[src/pkg/sdc_pkg.sv]
/*
  Constants for the synthesizer divider configuration bank: word layout of
  the serial port, register addresses, field positions and reset values.
  Assumes a single 18-bit data plus 4-bit address word per write.
*/
`default_nettype none
package sdc_pkg;
  ////////////////////////////////////////////////////////////////////////////
  // Serial word layout.
  localparam int DATA_W = 18;
  localparam int ADDR_W = 4;
  localparam int WORD_W = 22;
  localparam logic [4:0] WORD_BITS = 5'h16;
  localparam logic [4:0] CNT_MAX = 5'h1f;
  ////////////////////////////////////////////////////////////////////////////
  // Register addresses.
  localparam logic [3:0] ADDR_GAIN = 4'h1;
  localparam logic [3:0] ADDR_POWER = 4'h2;
  localparam logic [3:0] ADDR_BAND_A_FB = 4'h3;
  localparam logic [3:0] ADDR_BAND_B_FB = 4'h4;
  localparam logic [3:0] ADDR_IF_FB = 4'h5;
  localparam logic [3:0] ADDR_BAND_A_REF = 4'h6;
  localparam logic [3:0] ADDR_BAND_B_REF = 4'h7;
  ////////////////////////////////////////////////////////////////////////////
  // Field positions and widths.
  localparam int GAIN_IF_LSB = 4;
  localparam int GAIN_B_LSB = 2;
  localparam int GAIN_A_LSB = 0;
  localparam int GAIN_W = 2;
  localparam int POWER_IF_BIT = 1;
  localparam int POWER_RF_BIT = 0;
  localparam int BAND_A_FB_W = 18;
  localparam int BAND_B_FB_W = 17;
  localparam int IF_FB_W = 16;
  localparam int REF_W = 13;
  ////////////////////////////////////////////////////////////////////////////
  // Values after reset.
  localparam logic [1:0] RST_GAIN = 2'h0;
  localparam logic RST_POWER = 1'h0;
  localparam logic [17:0] RST_BAND_A_FB = 18'h00000;
  localparam logic [16:0] RST_BAND_B_FB = 17'h00000;
  localparam logic [15:0] RST_IF_FB = 16'h0000;
  localparam logic [12:0] RST_REF = 13'h0000;
endpackage
`default_nettype wire

[src/rtl/sdc_divider_regs.sv]
/*
  Divider and gain configuration bank, registers 1 to 7, written over the
  three-wire serial port. Assumes the host shifts 18 data bits MSB first,
  then 4 address bits MSB first, on rising serial clock edges while the
  enable is low, and ends the word by raising the enable.
*/
// Behaviour
// - Address 1 holds IF gain in 5:4, band B in 3:2, band A in 1:0.
// - Address 2: bit 1 IF synth on when set, bit 0 RF synth on when set.
// - Address 3 holds the 18-bit band A feedback divide value.
// - Address 4 holds the 17-bit band B feedback divide value in 16:0.
// - Address 7 holds the 13-bit band B reference divide value in 12:0.
`timescale 1ns/1ps
`default_nettype none
module sdc_divider_regs
(
  // Clock and reset.
  input wire logic mclk,
  input wire logic rst_n,
  // Three-wire serial port.
  input wire logic serClk,
  input wire logic serData,
  input wire logic serEnable_n,
  // Loop gain codes.
  output logic [1:0] ifGainCode,
  output logic [1:0] bandBGainCode,
  output logic [1:0] bandAGainCode,
  // Synthesizer power, high means powered up.
  output logic ifSynthOnN,
  output logic rfSynthOnN,
  // Divider values.
  output logic [17:0] bandAFeedbackValue,
  output logic [16:0] bandBFeedbackValue,
  output logic [15:0] ifFeedbackValue,
  output logic [12:0] bandAReferenceValue,
  output logic [12:0] bandBReferenceValue,
  // Word status pulses.
  output logic wordAccepted,
  output logic wordRejected
);

  //////////////////////////////////////////////////////////////////////////////
  // Pin synchronisers and edge detection.
  logic [2:0] clkSync_ff;
  logic [1:0] dataSync_ff;
  logic [2:0] enSync_ff;
  logic clkRise;
  logic enRise;
  logic enFall;

  always_ff @(posedge mclk)
  begin
    if (!rst_n)
    begin
      clkSync_ff <= 3'h0;
      dataSync_ff <= 2'h0;
      enSync_ff <= 3'h7;
    end
    else
    begin
      clkSync_ff <= {clkSync_ff[1:0], serClk};
      dataSync_ff <= {dataSync_ff[0], serData};
      enSync_ff <= {enSync_ff[1:0], serEnable_n};
    end
  end

  // Edges are taken only between the second and third stages.
  assign clkRise = clkSync_ff[1] & ~clkSync_ff[2];
  assign enRise = enSync_ff[1] & ~enSync_ff[2];
  assign enFall = ~enSync_ff[1] & enSync_ff[2];

  //////////////////////////////////////////////////////////////////////////////
  // Word shifter and bit counter.
  logic [21:0] shift_ff;
  logic [4:0] bitCnt_ff;
  logic commit;
  logic [17:0] wordData;
  logic [3:0] wordAddr;

  always_ff @(posedge mclk)
  begin
    if (!rst_n)
    begin
      shift_ff <= 22'h000000;
      bitCnt_ff <= 5'h00;
    end
    else if (enFall)
    begin
      bitCnt_ff <= 5'h00;
    end
    else if (clkRise && !enSync_ff[1])
    begin
      shift_ff <= {shift_ff[20:0], dataSync_ff[1]};
      if (bitCnt_ff != sdc_pkg::CNT_MAX)
        bitCnt_ff <= bitCnt_ff + 5'h01;
    end
  end

  // A word that is short or long is dropped whole rather than half applied.
  assign commit = enRise && (bitCnt_ff == sdc_pkg::WORD_BITS);
  assign wordData = shift_ff[21:4];
  assign wordAddr = shift_ff[3:0];

  function automatic logic sdcListed(input logic [3:0] addr);
    sdcListed = (addr >= sdc_pkg::ADDR_GAIN) &&
      (addr <= sdc_pkg::ADDR_BAND_B_REF);
  endfunction

  //////////////////////////////////////////////////////////////////////////////
  // Word status.
  logic accepted_ff;
  logic rejected_ff;

  always_ff @(posedge mclk)
  begin
    if (!rst_n)
    begin
      accepted_ff <= 1'h0;
      rejected_ff <= 1'h0;
    end
    else
    begin
      accepted_ff <= commit && sdcListed(wordAddr);
      // Writes outside the bank are ignored so they cannot disturb it.
      rejected_ff <= enRise && !(commit && sdcListed(wordAddr));
    end
  end

  //////////////////////////////////////////////////////////////////////////////
  // Register bank. Reserved bits are not stored.
  logic [1:0] ifGain_ff;
  logic [1:0] bandBGain_ff;
  logic [1:0] bandAGain_ff;
  logic ifOn_ff;
  logic rfOn_ff;
  logic [17:0] bandAFb_ff;
  logic [16:0] bandBFb_ff;
  logic [15:0] ifFb_ff;
  logic [12:0] bandARef_ff;
  logic [12:0] bandBRef_ff;

  always_ff @(posedge mclk)
  begin
    if (!rst_n)
    begin
      ifGain_ff <= sdc_pkg::RST_GAIN;
      bandBGain_ff <= sdc_pkg::RST_GAIN;
      bandAGain_ff <= sdc_pkg::RST_GAIN;
    end
    else if (commit && wordAddr == sdc_pkg::ADDR_GAIN)
    begin
      ifGain_ff <= wordData[sdc_pkg::GAIN_IF_LSB +: sdc_pkg::GAIN_W];
      bandBGain_ff <= wordData[sdc_pkg::GAIN_B_LSB +: sdc_pkg::GAIN_W];
      bandAGain_ff <= wordData[sdc_pkg::GAIN_A_LSB +: sdc_pkg::GAIN_W];
    end
  end

  // Both synthesizers come out of reset powered down until software acts.
  always_ff @(posedge mclk)
  begin
    if (!rst_n)
    begin
      ifOn_ff <= sdc_pkg::RST_POWER;
      rfOn_ff <= sdc_pkg::RST_POWER;
    end
    else if (commit && wordAddr == sdc_pkg::ADDR_POWER)
    begin
      ifOn_ff <= wordData[sdc_pkg::POWER_IF_BIT];
      rfOn_ff <= wordData[sdc_pkg::POWER_RF_BIT];
    end
  end

  always_ff @(posedge mclk)
  begin
    if (!rst_n)
      bandAFb_ff <= sdc_pkg::RST_BAND_A_FB;
    else if (commit && wordAddr == sdc_pkg::ADDR_BAND_A_FB)
      bandAFb_ff <= wordData[sdc_pkg::BAND_A_FB_W-1:0];
  end

  always_ff @(posedge mclk)
  begin
    if (!rst_n)
      bandBFb_ff <= sdc_pkg::RST_BAND_B_FB;
    else if (commit && wordAddr == sdc_pkg::ADDR_BAND_B_FB)
      bandBFb_ff <= wordData[sdc_pkg::BAND_B_FB_W-1:0];
  end

  always_ff @(posedge mclk)
  begin
    if (!rst_n)
      ifFb_ff <= sdc_pkg::RST_IF_FB;
    else if (commit && wordAddr == sdc_pkg::ADDR_IF_FB)
      ifFb_ff <= wordData[sdc_pkg::IF_FB_W-1:0];
  end

  always_ff @(posedge mclk)
  begin
    if (!rst_n)
      bandARef_ff <= sdc_pkg::RST_REF;
    else if (commit && wordAddr == sdc_pkg::ADDR_BAND_A_REF)
      bandARef_ff <= wordData[sdc_pkg::REF_W-1:0];
  end

  // Range limits on the reference value are left to the host.
  always_ff @(posedge mclk)
  begin
    if (!rst_n)
      bandBRef_ff <= sdc_pkg::RST_REF;
    else if (commit && wordAddr == sdc_pkg::ADDR_BAND_B_REF)
      bandBRef_ff <= wordData[sdc_pkg::REF_W-1:0];
  end

  assign ifGainCode = ifGain_ff;
  assign bandBGainCode = bandBGain_ff;
  assign bandAGainCode = bandAGain_ff;
  assign ifSynthOnN = ifOn_ff;
  assign rfSynthOnN = rfOn_ff;
  assign bandAFeedbackValue = bandAFb_ff;
  assign bandBFeedbackValue = bandBFb_ff;
  assign ifFeedbackValue = ifFb_ff;
  assign bandAReferenceValue = bandARef_ff;
  assign bandBReferenceValue = bandBRef_ff;
  assign wordAccepted = accepted_ff;
  assign wordRejected = rejected_ff;
endmodule // sdc_divider_regs
`default_nettype wire

[config.mk]
export PLATFORM = sky130hd
export DESIGN_NAME = sdc_divider_regs
export DESIGN_NICKNAME = d
export VERILOG_FILES = /design/src/pkg/sdc_pkg.sv /design/src/rtl/sdc_divider_regs.sv
export SDC_FILE = /design/constraint.sdc
export NUM_CORES = 1
export LEC_CHECK = 0
export BUFFER_PORTS_ARGS = -buffer_cell sky130_fd_sc_hd__buf_2
export CAP_MARGIN = 20
export CORE_ASPECT_RATIO = 2
export CORE_MARGIN = 2
export CORE_UTILIZATION = 41
export CTS_BUF_LIST = sky130_fd_sc_hd__clkbuf_2
export DETAILED_ROUTE_END_ITERATION = 12
export GPL_TIMING_DRIVEN = 0
export PLACE_DENSITY_LB_ADDON = 0.25
export SLEW_MARGIN = 30
export SYNTH_ARGS = -nofsm -noshare
export SYNTH_HDL_FRONTEND = slang
export SYNTH_SLANG_ARGS = --single-unit
[constraint.sdc]
create_clock -name mclk -period 2.1 [get_ports mclk]
set_input_delay 0.42 -clock mclk [delete_from_list [all_inputs] [get_ports mclk]]
set_output_delay 0.42 -clock mclk [all_outputs]
set_load 0.02 [all_outputs]
After elaboration in Yosys (flattened, before gate mapping)
Index checks and enable logic that the tools add are counted.
{"block": "totals", "reg_bits": 122, "latchBits": 0, "ramBits": 0, "mem_bits_ro": 0, "inputBits": 5, "output_inout_bits": 87, "elab_cells": 54, "memories": 0}
{"block": "op_classes", "add_sub_neg": 1, "multipliers": 0, "div_mod_pow": 0, "n_lt_le_gt_ge": 2, "n_eq_ne": 9, "n_shift": 0, "mux": 0, "n_bitwise": 8, "reduce_logical": 17}
{"operator": "== test 4 x 3 -> 1 bit, second input constant", "n": 4}
{"operator": "logical AND 1 bit", "n": 12}
{"operator": "== test 4 x 2 -> 1 bit, second input constant", "n": 2}
{"operator": "adder 5 x 1 -> 5 bit, second input constant", "n": 1}
{"operator": "== test 5 bit, second input constant", "n": 1}
{"operator": "!= test 5 bit, second input constant", "n": 1}
{"operator": "NOT 1 bit", "n": 5}
{"operator": "== test 4 x 1 -> 1 bit, second input constant", "n": 1}
{"operator": ">= comparator 4 x 1 -> 1 bit, second input constant", "n": 1}
{"operator": "<= comparator 4 x 3 -> 1 bit, second input constant", "n": 1}
{"operator": "AND reduction 2 bit", "n": 2}
{"operator": "AND 1 bit", "n": 3}
{"operator": "zero test 1 bit", "n": 2}
{"operator": "OR reduction 2 bit", "n": 1}

Longest topological paths before layout
Gate-level depths: netlist of the first run.
{"block": "depth", "word_depth": 6, "ltp_mapped": 7, "ltp_nobuf": 6}

Worst setup path after synthesis of the first run
No wires, ideal clock.
{"block": "synth_path", "kind": "register to register", "from": "reg bitCnt_ff[0]", "to": "reg bitCnt_ff[3]", "setup_ns": 0.119, "arrival_ns": 1.635, "required_time_ns": 1.981, "path_slack_ns": 0.346, "stages_incl_launch_ff": 7, "n_path_buf": 0, "cell_sequence": "dfxtp_1 ha_1 and3_1 ha_1 nor4b_2 nand4_1 mux2i_1"}
{"block": "synth_via", "elab_chain_cells": 2, "elab_cells_between_ends": 3, "classes_between": "1 x add/sub; 1 x eq/ne; 1 x reduce/logical"}
{"element": "start: declaration", "line_no": "sdc_divider_regs.sv:75", "source": "logic [4:0] bitCnt_ff;"}
{"element": "start signal: assignment", "line_no": "sdc_divider_regs.sv:95", "source": "bitCnt_ff <= bitCnt_ff + 5'h01;"}
{"element": "branches (longest 2 deep; another with adder 5 x 1 -> 5 bit)"}
Several ways; the timed one is not identified.
A chain may end at the register's enable or synchronous reset.

Worst setup path after layout of the first run
{"block": "layout_path", "from": "reg bitCnt_ff[0]", "to": "reg bandARef_ff[6], in the netlist bandAReferenceValue[6]"}
{"block": "layout_via", "elab_chain_cells": 3}
{"element": "== test 5 bit", "line_no": "sdc_divider_regs.sv:100", "source": "assign commit = enRise && (bitCnt_ff == sdc_pkg::WORD_BITS);"}
{"element": "logical AND 1 bit", "line_no": "sdc_divider_regs.sv:100"}
{"element": "logical AND 1 bit", "line_no": "sdc_divider_regs.sv:201", "source": "else if (commit && wordAddr == sdc_pkg::ADDR_BAND_A_REF)"}
{"element": "end signal: assignment", "line_no": "sdc_divider_regs.sv:200", "source": "bandARef_ff <= sdc_pkg::RST_REF;"}
{"element": "end signal: assignment", "line_no": "sdc_divider_regs.sv:202", "source": "bandARef_ff <= wordData[sdc_pkg::REF_W-1:0];"}
{"element": "end: declaration", "line_no": "sdc_divider_regs.sv:139", "source": "logic [12:0] bandARef_ff;"}
No other way between the ends.

==> flow_metrics.env, run 1 <==
export IMPL_overflow=0
export IMPL_start_util_pct=41.9
export IMPL_fp_dieH_um=153
export IMPL_syn_inst=457
export IMPL_vias_per_cell=4.88
export IMPL_multi_input_area_um2=1970
export IMPL_cpPeakStageDelay_ps=540
export IMPL_coreArea_um2=10900
export IMPL_yosys_area_top_type="dfxtp_1"
export IMPL_num_io_pins=92
export IMPL_dpl_instance_area_um2=5180
export IMPL_dpl_hpwl_um=8260
export IMPL_dp_slack_ps=89.1
export IMPL_path_clk_slew_ps=160
export IMPL_clk_latency_ps=660
export IMPL_netlist_area_um2=4560
export IMPL_hold_class="in -> reg"
export IMPL_drtAntennaViolNets=0
export IMPL_drive_gt1_share_pct=23.8
export IMPL_critical_path_slowest_cell="nor4_2"
export IMPL_start_kind="flop"
export IMPL_grt_max_degree=17
export IMPL_cts_buffer_depth=2
export IMPL_syn_avg_cell_area_um2=9.97
export IMPL_final_net_count=576
export IMPL_fin_area_um2=5490
export IMPL_wl_per_cell_um=15.1
export IMPL_cts_root_buf="clkbuf_2"
export IMPL_ir_worst_vdd_mv=0.504
export IMPL_crit_arrival_ps=2590
export IMPL_yosys_top_cells_area="dfxtp_1 54%, mux2i_1 19%, nand2_1 12%"
export IMPL_fp_dieW_um=78.5
export IMPL_syn_nets=465
export IMPL_rows=54
export IMPL_synth_top_area_share_pct=53.6
export IMPL_synthToLayoutAreaGrowth_pct=20.5
export IMPL_critPathKind="reg -> reg"
export IMPL_min_period_ps=2000
export IMPL_p_per_area_nw_per_um2=736
export IMPL_worst_clock_skew_ps=28.9
export IMPL_path_cells="inv_1 -> ha_1 -> nand4b_1 -> nor4_2 -> buf_4 -> mux2i_1"
export IMPL_fin_ws_ps=101
export IMPL_ys_seq_area_share_pct=53.6
export IMPL_vias=3524
export IMPL_utilization_pct=50.5
export IMPL_status="finished, final reports clean"
export IMPL_tightest_slew_ps=640
export IMPL_synth_edf_count=0
export IMPL_grt_pass1_vias=3515
export IMPL_wirelength_um=10900
export IMPL_grtUsageTotal_pct=18.9
export IMPL_cap_violations=0
export IMPL_async_reset_ff_share_pct=0
export IMPL_p_leak_nw=2.45
export IMPL_synth_ff_type="dfxtp_1"
export IMPL_dr_pass1_iters=4
export IMPL_antenna_found_initial=1
export IMPL_hold_viol=0
export IMPL_period_share_pct=95.2
export IMPL_critical_path_buf_inv_count=2
export IMPL_portBuffers=90
export IMPL_yosysUniqueCellTypes=33
export IMPL_clock_sinks=122
export IMPL_worst_setup_path_end_kind="flop"
export IMPL_fmax_mhz=500
export IMPL_ys_top_cells_by_count="151 x nand2_1, 122 x dfxtp_1, 88 x mux2i_1"
export IMPL_yosysWarnings=0
export IMPL_htree_levels=4
export IMPL_post_route_drc_count=0
export IMPL_setup_violations_final=0
export IMPL_first_iter_violations=133
export IMPL_ff_latch_area_um2=2440
export IMPL_fillers=1089
export IMPL_die_area_um2=12000
export IMPL_grt_setup_unrepaired="true"
export IMPL_maxSlewViolCount=0
export IMPL_cts_buffers=17
export IMPL_post_cts_buffers=0
export IMPL_cp_max_fo=10
export IMPL_path_delay_family="simple AND/OR/NAND/NOR gates"
export IMPL_routabilityCongestion=0.790
export IMPL_yosysMostFrequentCell="nand2_1"
export IMPL_crit_required_ps=2690
export IMPL_whs_ps=127
export IMPL_ys_ff_latch=122
export IMPL_grt_pass1_wl_um=17500
export IMPL_slew_headroom_pct=56.7
export IMPL_cts_tree="yes"
export IMPL_final_setup_tns_ps=0
[logic make-up after synthesis]
family / after synthesis / synth area share [%]
flip-flops: 122 / 53.6
adder cells (fa/ha/maj): 3 / 0.824
AO/OA/AOI/OAI: 24 / 4.01
XOR/XNOR: 1 / 0.192
buffers and inverters: 32 / 3.35
AND/OR/NAND/NOR: 187 / 18.7
multiplexers: 88 / 19.3
[worst register-to-register path: stages (launching register included)]
cell and delay (ps):
dfxtp_1 380, inv_1 60, ha_1 180, nand4b_1 220, nor4_2 540, buf_4 350
mux2i_1 210
[worst paths after layout]
check / start / cells after the start / slack (ps) / to
setup reg to reg: bitCnt_ff[0] / 6 / 100 / bandAReferenceValue[6]
hold reg to reg: enSync_ff[0] / 1 / 430 / enSync_ff[1]
hold / removal: rst_n / 2 / 130 / enSync_ff[1]
setup / recovery: bitCnt_ff[0] / 6 / 100 / bandAReferenceValue[6]
[placed cells by master, fill, tap and decap left out, types with 2 or more instances in the layout]
cell type and count:
nand2_1 151, dfxtp_1 122, buf_2 97, mux2i_1 88, a21boi_0 18, clkbuf_2 18, clkbuf_1 17, and2_1 5
nand2b_1 4, a21boi_1 4, bufinv_16 4, nand3b_1 3, nand4_1 3, nor2_1 3, ha_1 3, clkinv_2 3
clkinvlp_4 3, clkinv_1 3, dlygate4sd3_1 3, inv_1 2, nand4b_1 2, buf_6 2, nor4b_2 2, nand3_1 2
nor3_1 2
[state kept, by name (all words and copies together), names as in the netlist]
name / flops
bandBGainCode: 2
wordAccepted: 1
bandAFeedbackValue: 18
ifSynthOnN: 1
shift_ff: 22
bandBFeedbackValue: 17
wordRejected: 1
bandBReferenceValue: 13
rfSynthOnN: 1
dataSync_ff: 2
bandAReferenceValue: 13
bitCnt_ff: 5
bandAGainCode: 2
enSync_ff: 3
clkSync_ff: 3
ifFeedbackValue: 16
ifGainCode: 2
[layout make-up]
| class | instances | share of cell area, % |
|---|---|---|
| Sequential cell | 122 | 44.5 |
| Multi-Input combinational cell | 303 | 36.0 |
| Timing Repair Buffer | 93 | 8.75 |
| Clock inverter | 14 | 3.24 |
| Tap cell | 140 | 3.19 |
| Buffer | 29 | 2.55 |
| Clock buffer | 18 | 1.64 |
| Inverter | 2 | 0.137 |
| Antenna cell | 1 | 0.0456 |
[metrics by stage]
| stage | power, W | instances |
|---|---|---|
| detailed placement | 0.00245 | 687 |
| floorplan | 0.00242 | 457 |
| finish | 0.00404 | 722 |
| CTS | 0.00409 | 722 |
| global route | 0.00421 | 722 |
| global placement | 0.00245 | 687 |
[routing by layer]
| metal | vias up | global-route usage, % | share of wire [%] |
|---|---|---|---|
| met2 | 72 | 34.8 | 56 |
| met1 | 1689 | 19.9 | 38 |
| li1 | 1745 | - | - |
| met4 | 0 | 6.68 | 1.8 |
| met3 | 18 | 5.31 | 3.5 |
| met5 | - | 0 | 0 |
[where the power goes]
part | total (W) | switching (W) | internal, W | leakage [nW]
logic | 0.0000788 | 0.0000546 | 0.0000242 | 1.31
registers | 0.00233 | 0.00000338 | 0.00232 | 0.984
clock network | 0.00163 | 0.000861 | 0.000771 | 0.153
[repair_timing]
item / CTS / global route
resized for setup: 0 / 3
hold endpoints to repair: 3 / 0
hold buffers: 3 / 0
endpoints found under the setup margin: 0 / 33
No activity file was read; power rests on OpenSTA's default activity.
==> run 2: changes to the inputs <==
--- a/config.mk
+++ b/config.mk
@@ -7,9 +7,11 @@
 export LEC_CHECK = 0
 export BUFFER_PORTS_ARGS = -buffer_cell sky130_fd_sc_hd__buf_2
 export CAP_MARGIN = 20
+export CELL_PAD_IN_SITES_DETAIL_PLACEMENT = 1
+export CELL_PAD_IN_SITES_GLOBAL_PLACEMENT = 2
 export CORE_ASPECT_RATIO = 2
-export CORE_MARGIN = 2
-export CORE_UTILIZATION = 41
+export CORE_MARGIN = 8
+export CORE_UTILIZATION = 35
 export CTS_BUF_LIST = sky130_fd_sc_hd__clkbuf_2
 export DETAILED_ROUTE_END_ITERATION = 12
 export GPL_TIMING_DRIVEN = 0
==> run 2 against run 1 <==
Cell count is 2.1% higher. Largest cell class unchanged. Clock power is 13% lower. Non-clock buffer count is 3 higher. First-iteration DRC count is 4.5% higher.
==> flow_metrics.env, run 2 (synthesis gave the netlist of run 1 again) <==
export IMPL_dr_pass1_iters=4
export IMPL_cts_tree="yes"
export IMPL_rows=59
export IMPL_htree_levels=4
export IMPL_start_util_pct=35.5
export IMPL_start_kind="flop"
export IMPL_fillers=1553
export IMPL_wirelength_um=12400
export IMPL_hold_class="in -> reg"
export IMPL_grtUsageTotal_pct=14.7
export IMPL_comb_power_share_pct=2.1
export IMPL_largest_reg_flops=22
export IMPL_cts_buffers=17
export IMPL_cts_root_buf="clkbuf_2"
export IMPL_setup_violations_final=0
export IMPL_period_share_pct=93.1
export IMPL_post_route_drc_count=0
export IMPL_p_per_area_nw_per_um2=693
export IMPL_switching_power_w=0.00103
export IMPL_portBuffers=90
export IMPL_coreArea_um2=12800
export IMPL_worst_setup_path_end_kind="flop"
export IMPL_fin_area_um2=5520
export IMPL_final_net_count=579
export IMPL_routabilityCongestion=0.694
export IMPL_ff_latch_area_um2=2440
export IMPL_whs_ps=90.9
export IMPL_crit_required_ps=2740
export IMPL_fmax_mhz=511
export IMPL_final_common_cell="nand2_1"
export IMPL_p_leak_nw=2.46
export IMPL_tightest_slew_ps=587
export IMPL_clock_sinks=122
export IMPL_fin_cells=737
export IMPL_maxSlewViolCount=0
export IMPL_overflow=0
export IMPL_status="finished, final reports clean"
export IMPL_grt_pass1_vias=3682
export IMPL_min_period_ps=1960
export IMPL_p_int_w=0.00280
export IMPL_path_clk_slew_ps=220
export IMPL_drive_gt1_share_pct=24.5
export IMPL_wl_per_cell_um=16.9
export IMPL_cp_max_fo=10
export IMPL_multi_input_area_um2=2010
export IMPL_fp_dieH_um=177
export IMPL_die_area_um2=17100
export IMPL_ir_worst_vdd_mv=0.416
export IMPL_final_cell_mix="151 x nand2_1, 122 x dfxtp_1, 95 x buf_2, 88 x mux2i_1, 18 x a21boi_0"
export IMPL_grt_pass1_wl_um=19700
export IMPL_clk_latency_ps=710
export IMPL_first_iter_violations=139
export IMPL_cts_buffer_depth=2
export IMPL_hold_viol=0
export IMPL_final_setup_tns_ps=0
export IMPL_worst_clock_skew_ps=32.4
export IMPL_vias=3521
export IMPL_synthToLayoutAreaGrowth_pct=21.2
export IMPL_drtAntennaViolNets=0
export IMPL_power_frac_seq_pct=60.9
export IMPL_dpl_hpwl_um=9200
export IMPL_critPathKind="reg -> reg"
export IMPL_grt_max_degree=17
export IMPL_placedCellCount=699
export IMPL_num_io_pins=92
export IMPL_dpl_instance_area_um2=5210
export IMPL_p_sw_share_pct=26.9
export IMPL_crit_arrival_ps=2590
export IMPL_cap_violations=0
export IMPL_antenna_found_initial=1
export IMPL_top_register="shift_ff"
export IMPL_vias_per_cell=4.78
export IMPL_clkPwrFrac_pct=37.0
export IMPL_fp_dieW_um=96.7
export IMPL_slew_headroom_pct=60.3
run 2: cell types whose count changed in the layout (fill, tap and decap cells not counted), moves of 3 or more:
| cell | delta |
|---|---|
| bufinv_16 | -3 |
| inv_6 | +4 |
| buf_4 | +4 |
| clkinv_4 | +4 |
run 2: what timing repair did:
item                       in CTS  in global routing
setup endpoints to repair      35                 23
setup buffers                   1                  1
pin swaps                       0                  1
gates resized for setup         3                  6
hold endpoints to repair        3                  0
hold buffers                    3                  0
run 2: worst paths after layout:
check / from / endpoint / slack (ps) / depth (start not counted)
setup / recovery: bitCnt_ff[0] / bandAReferenceValue[11] / 140 / 7
hold / removal: rst_n / ifFeedbackValue[12] / 90 / 3
setup reg to reg: bitCnt_ff[0] / bandAReferenceValue[11] / 140 / 7
hold reg to reg: enSync_ff[0] / enSync_ff[1] / 430 / 1
run 2: final cells by class:
class / count / area share [%]
tap: 152 / 3.44
timing repair buffer: 95 / 8.97
multi-input combinational: 303 / 36.3
buffer: 30 / 2.76
clock buffer: 17 / 1.54
clock inverter: 15 / 2.54
antenna: 1 / 0.0453
sequential: 122 / 44.2
inverter: 2 / 0.136
run 2: power groups by stage:
stage / clock network (W) / registers, W / logic (W)
floorplan: 0 / 0.00238 / 0.0000497
global placement: 0 / 0.00238 / 0.0000781
detailed placement: 0 / 0.00238 / 0.0000782
CTS: 0.00149 / 0.00233 / 0.0000827
global route: 0.00158 / 0.00233 / 0.0000909
finish: 0.00141 / 0.00233 / 0.0000815
run 2: metal layers:
layer  up-vias  track usage [%]  wire length (um)
met5         -                0                 0
met4         0             6.00               191
met3        17             4.68               568
met2        81             25.3              6230
met1      1678             16.4              5440
li1       1745                -                 -
run 2: critical path, stage by stage, from the launching register on:
cell	delay, ps
dfxtp_1	390
inv_1	70
ha_1	190
nand4b_1	100
buf_4	170
nor4_4	440
buf_4	340
mux2i_1	200
run 2: stage by stage:
| stage | power, W | util, % | worst slack [ps] |
|---|---|---|---|
| 4_1_cts | 0.00390 | 42.7 | 68.7 |
| 3_3_place_gp | 0.00245 | 40.5 | -179 |
| 5_1_grt | 0.00400 | 43.0 | -19.1 |
| 2_1_floorplan | 0.00242 | - | 346 |
| 6_report | 0.00383 | 43.0 | 145 |
| 3_5_place_dp | 0.00245 | 40.5 | -98.7 |
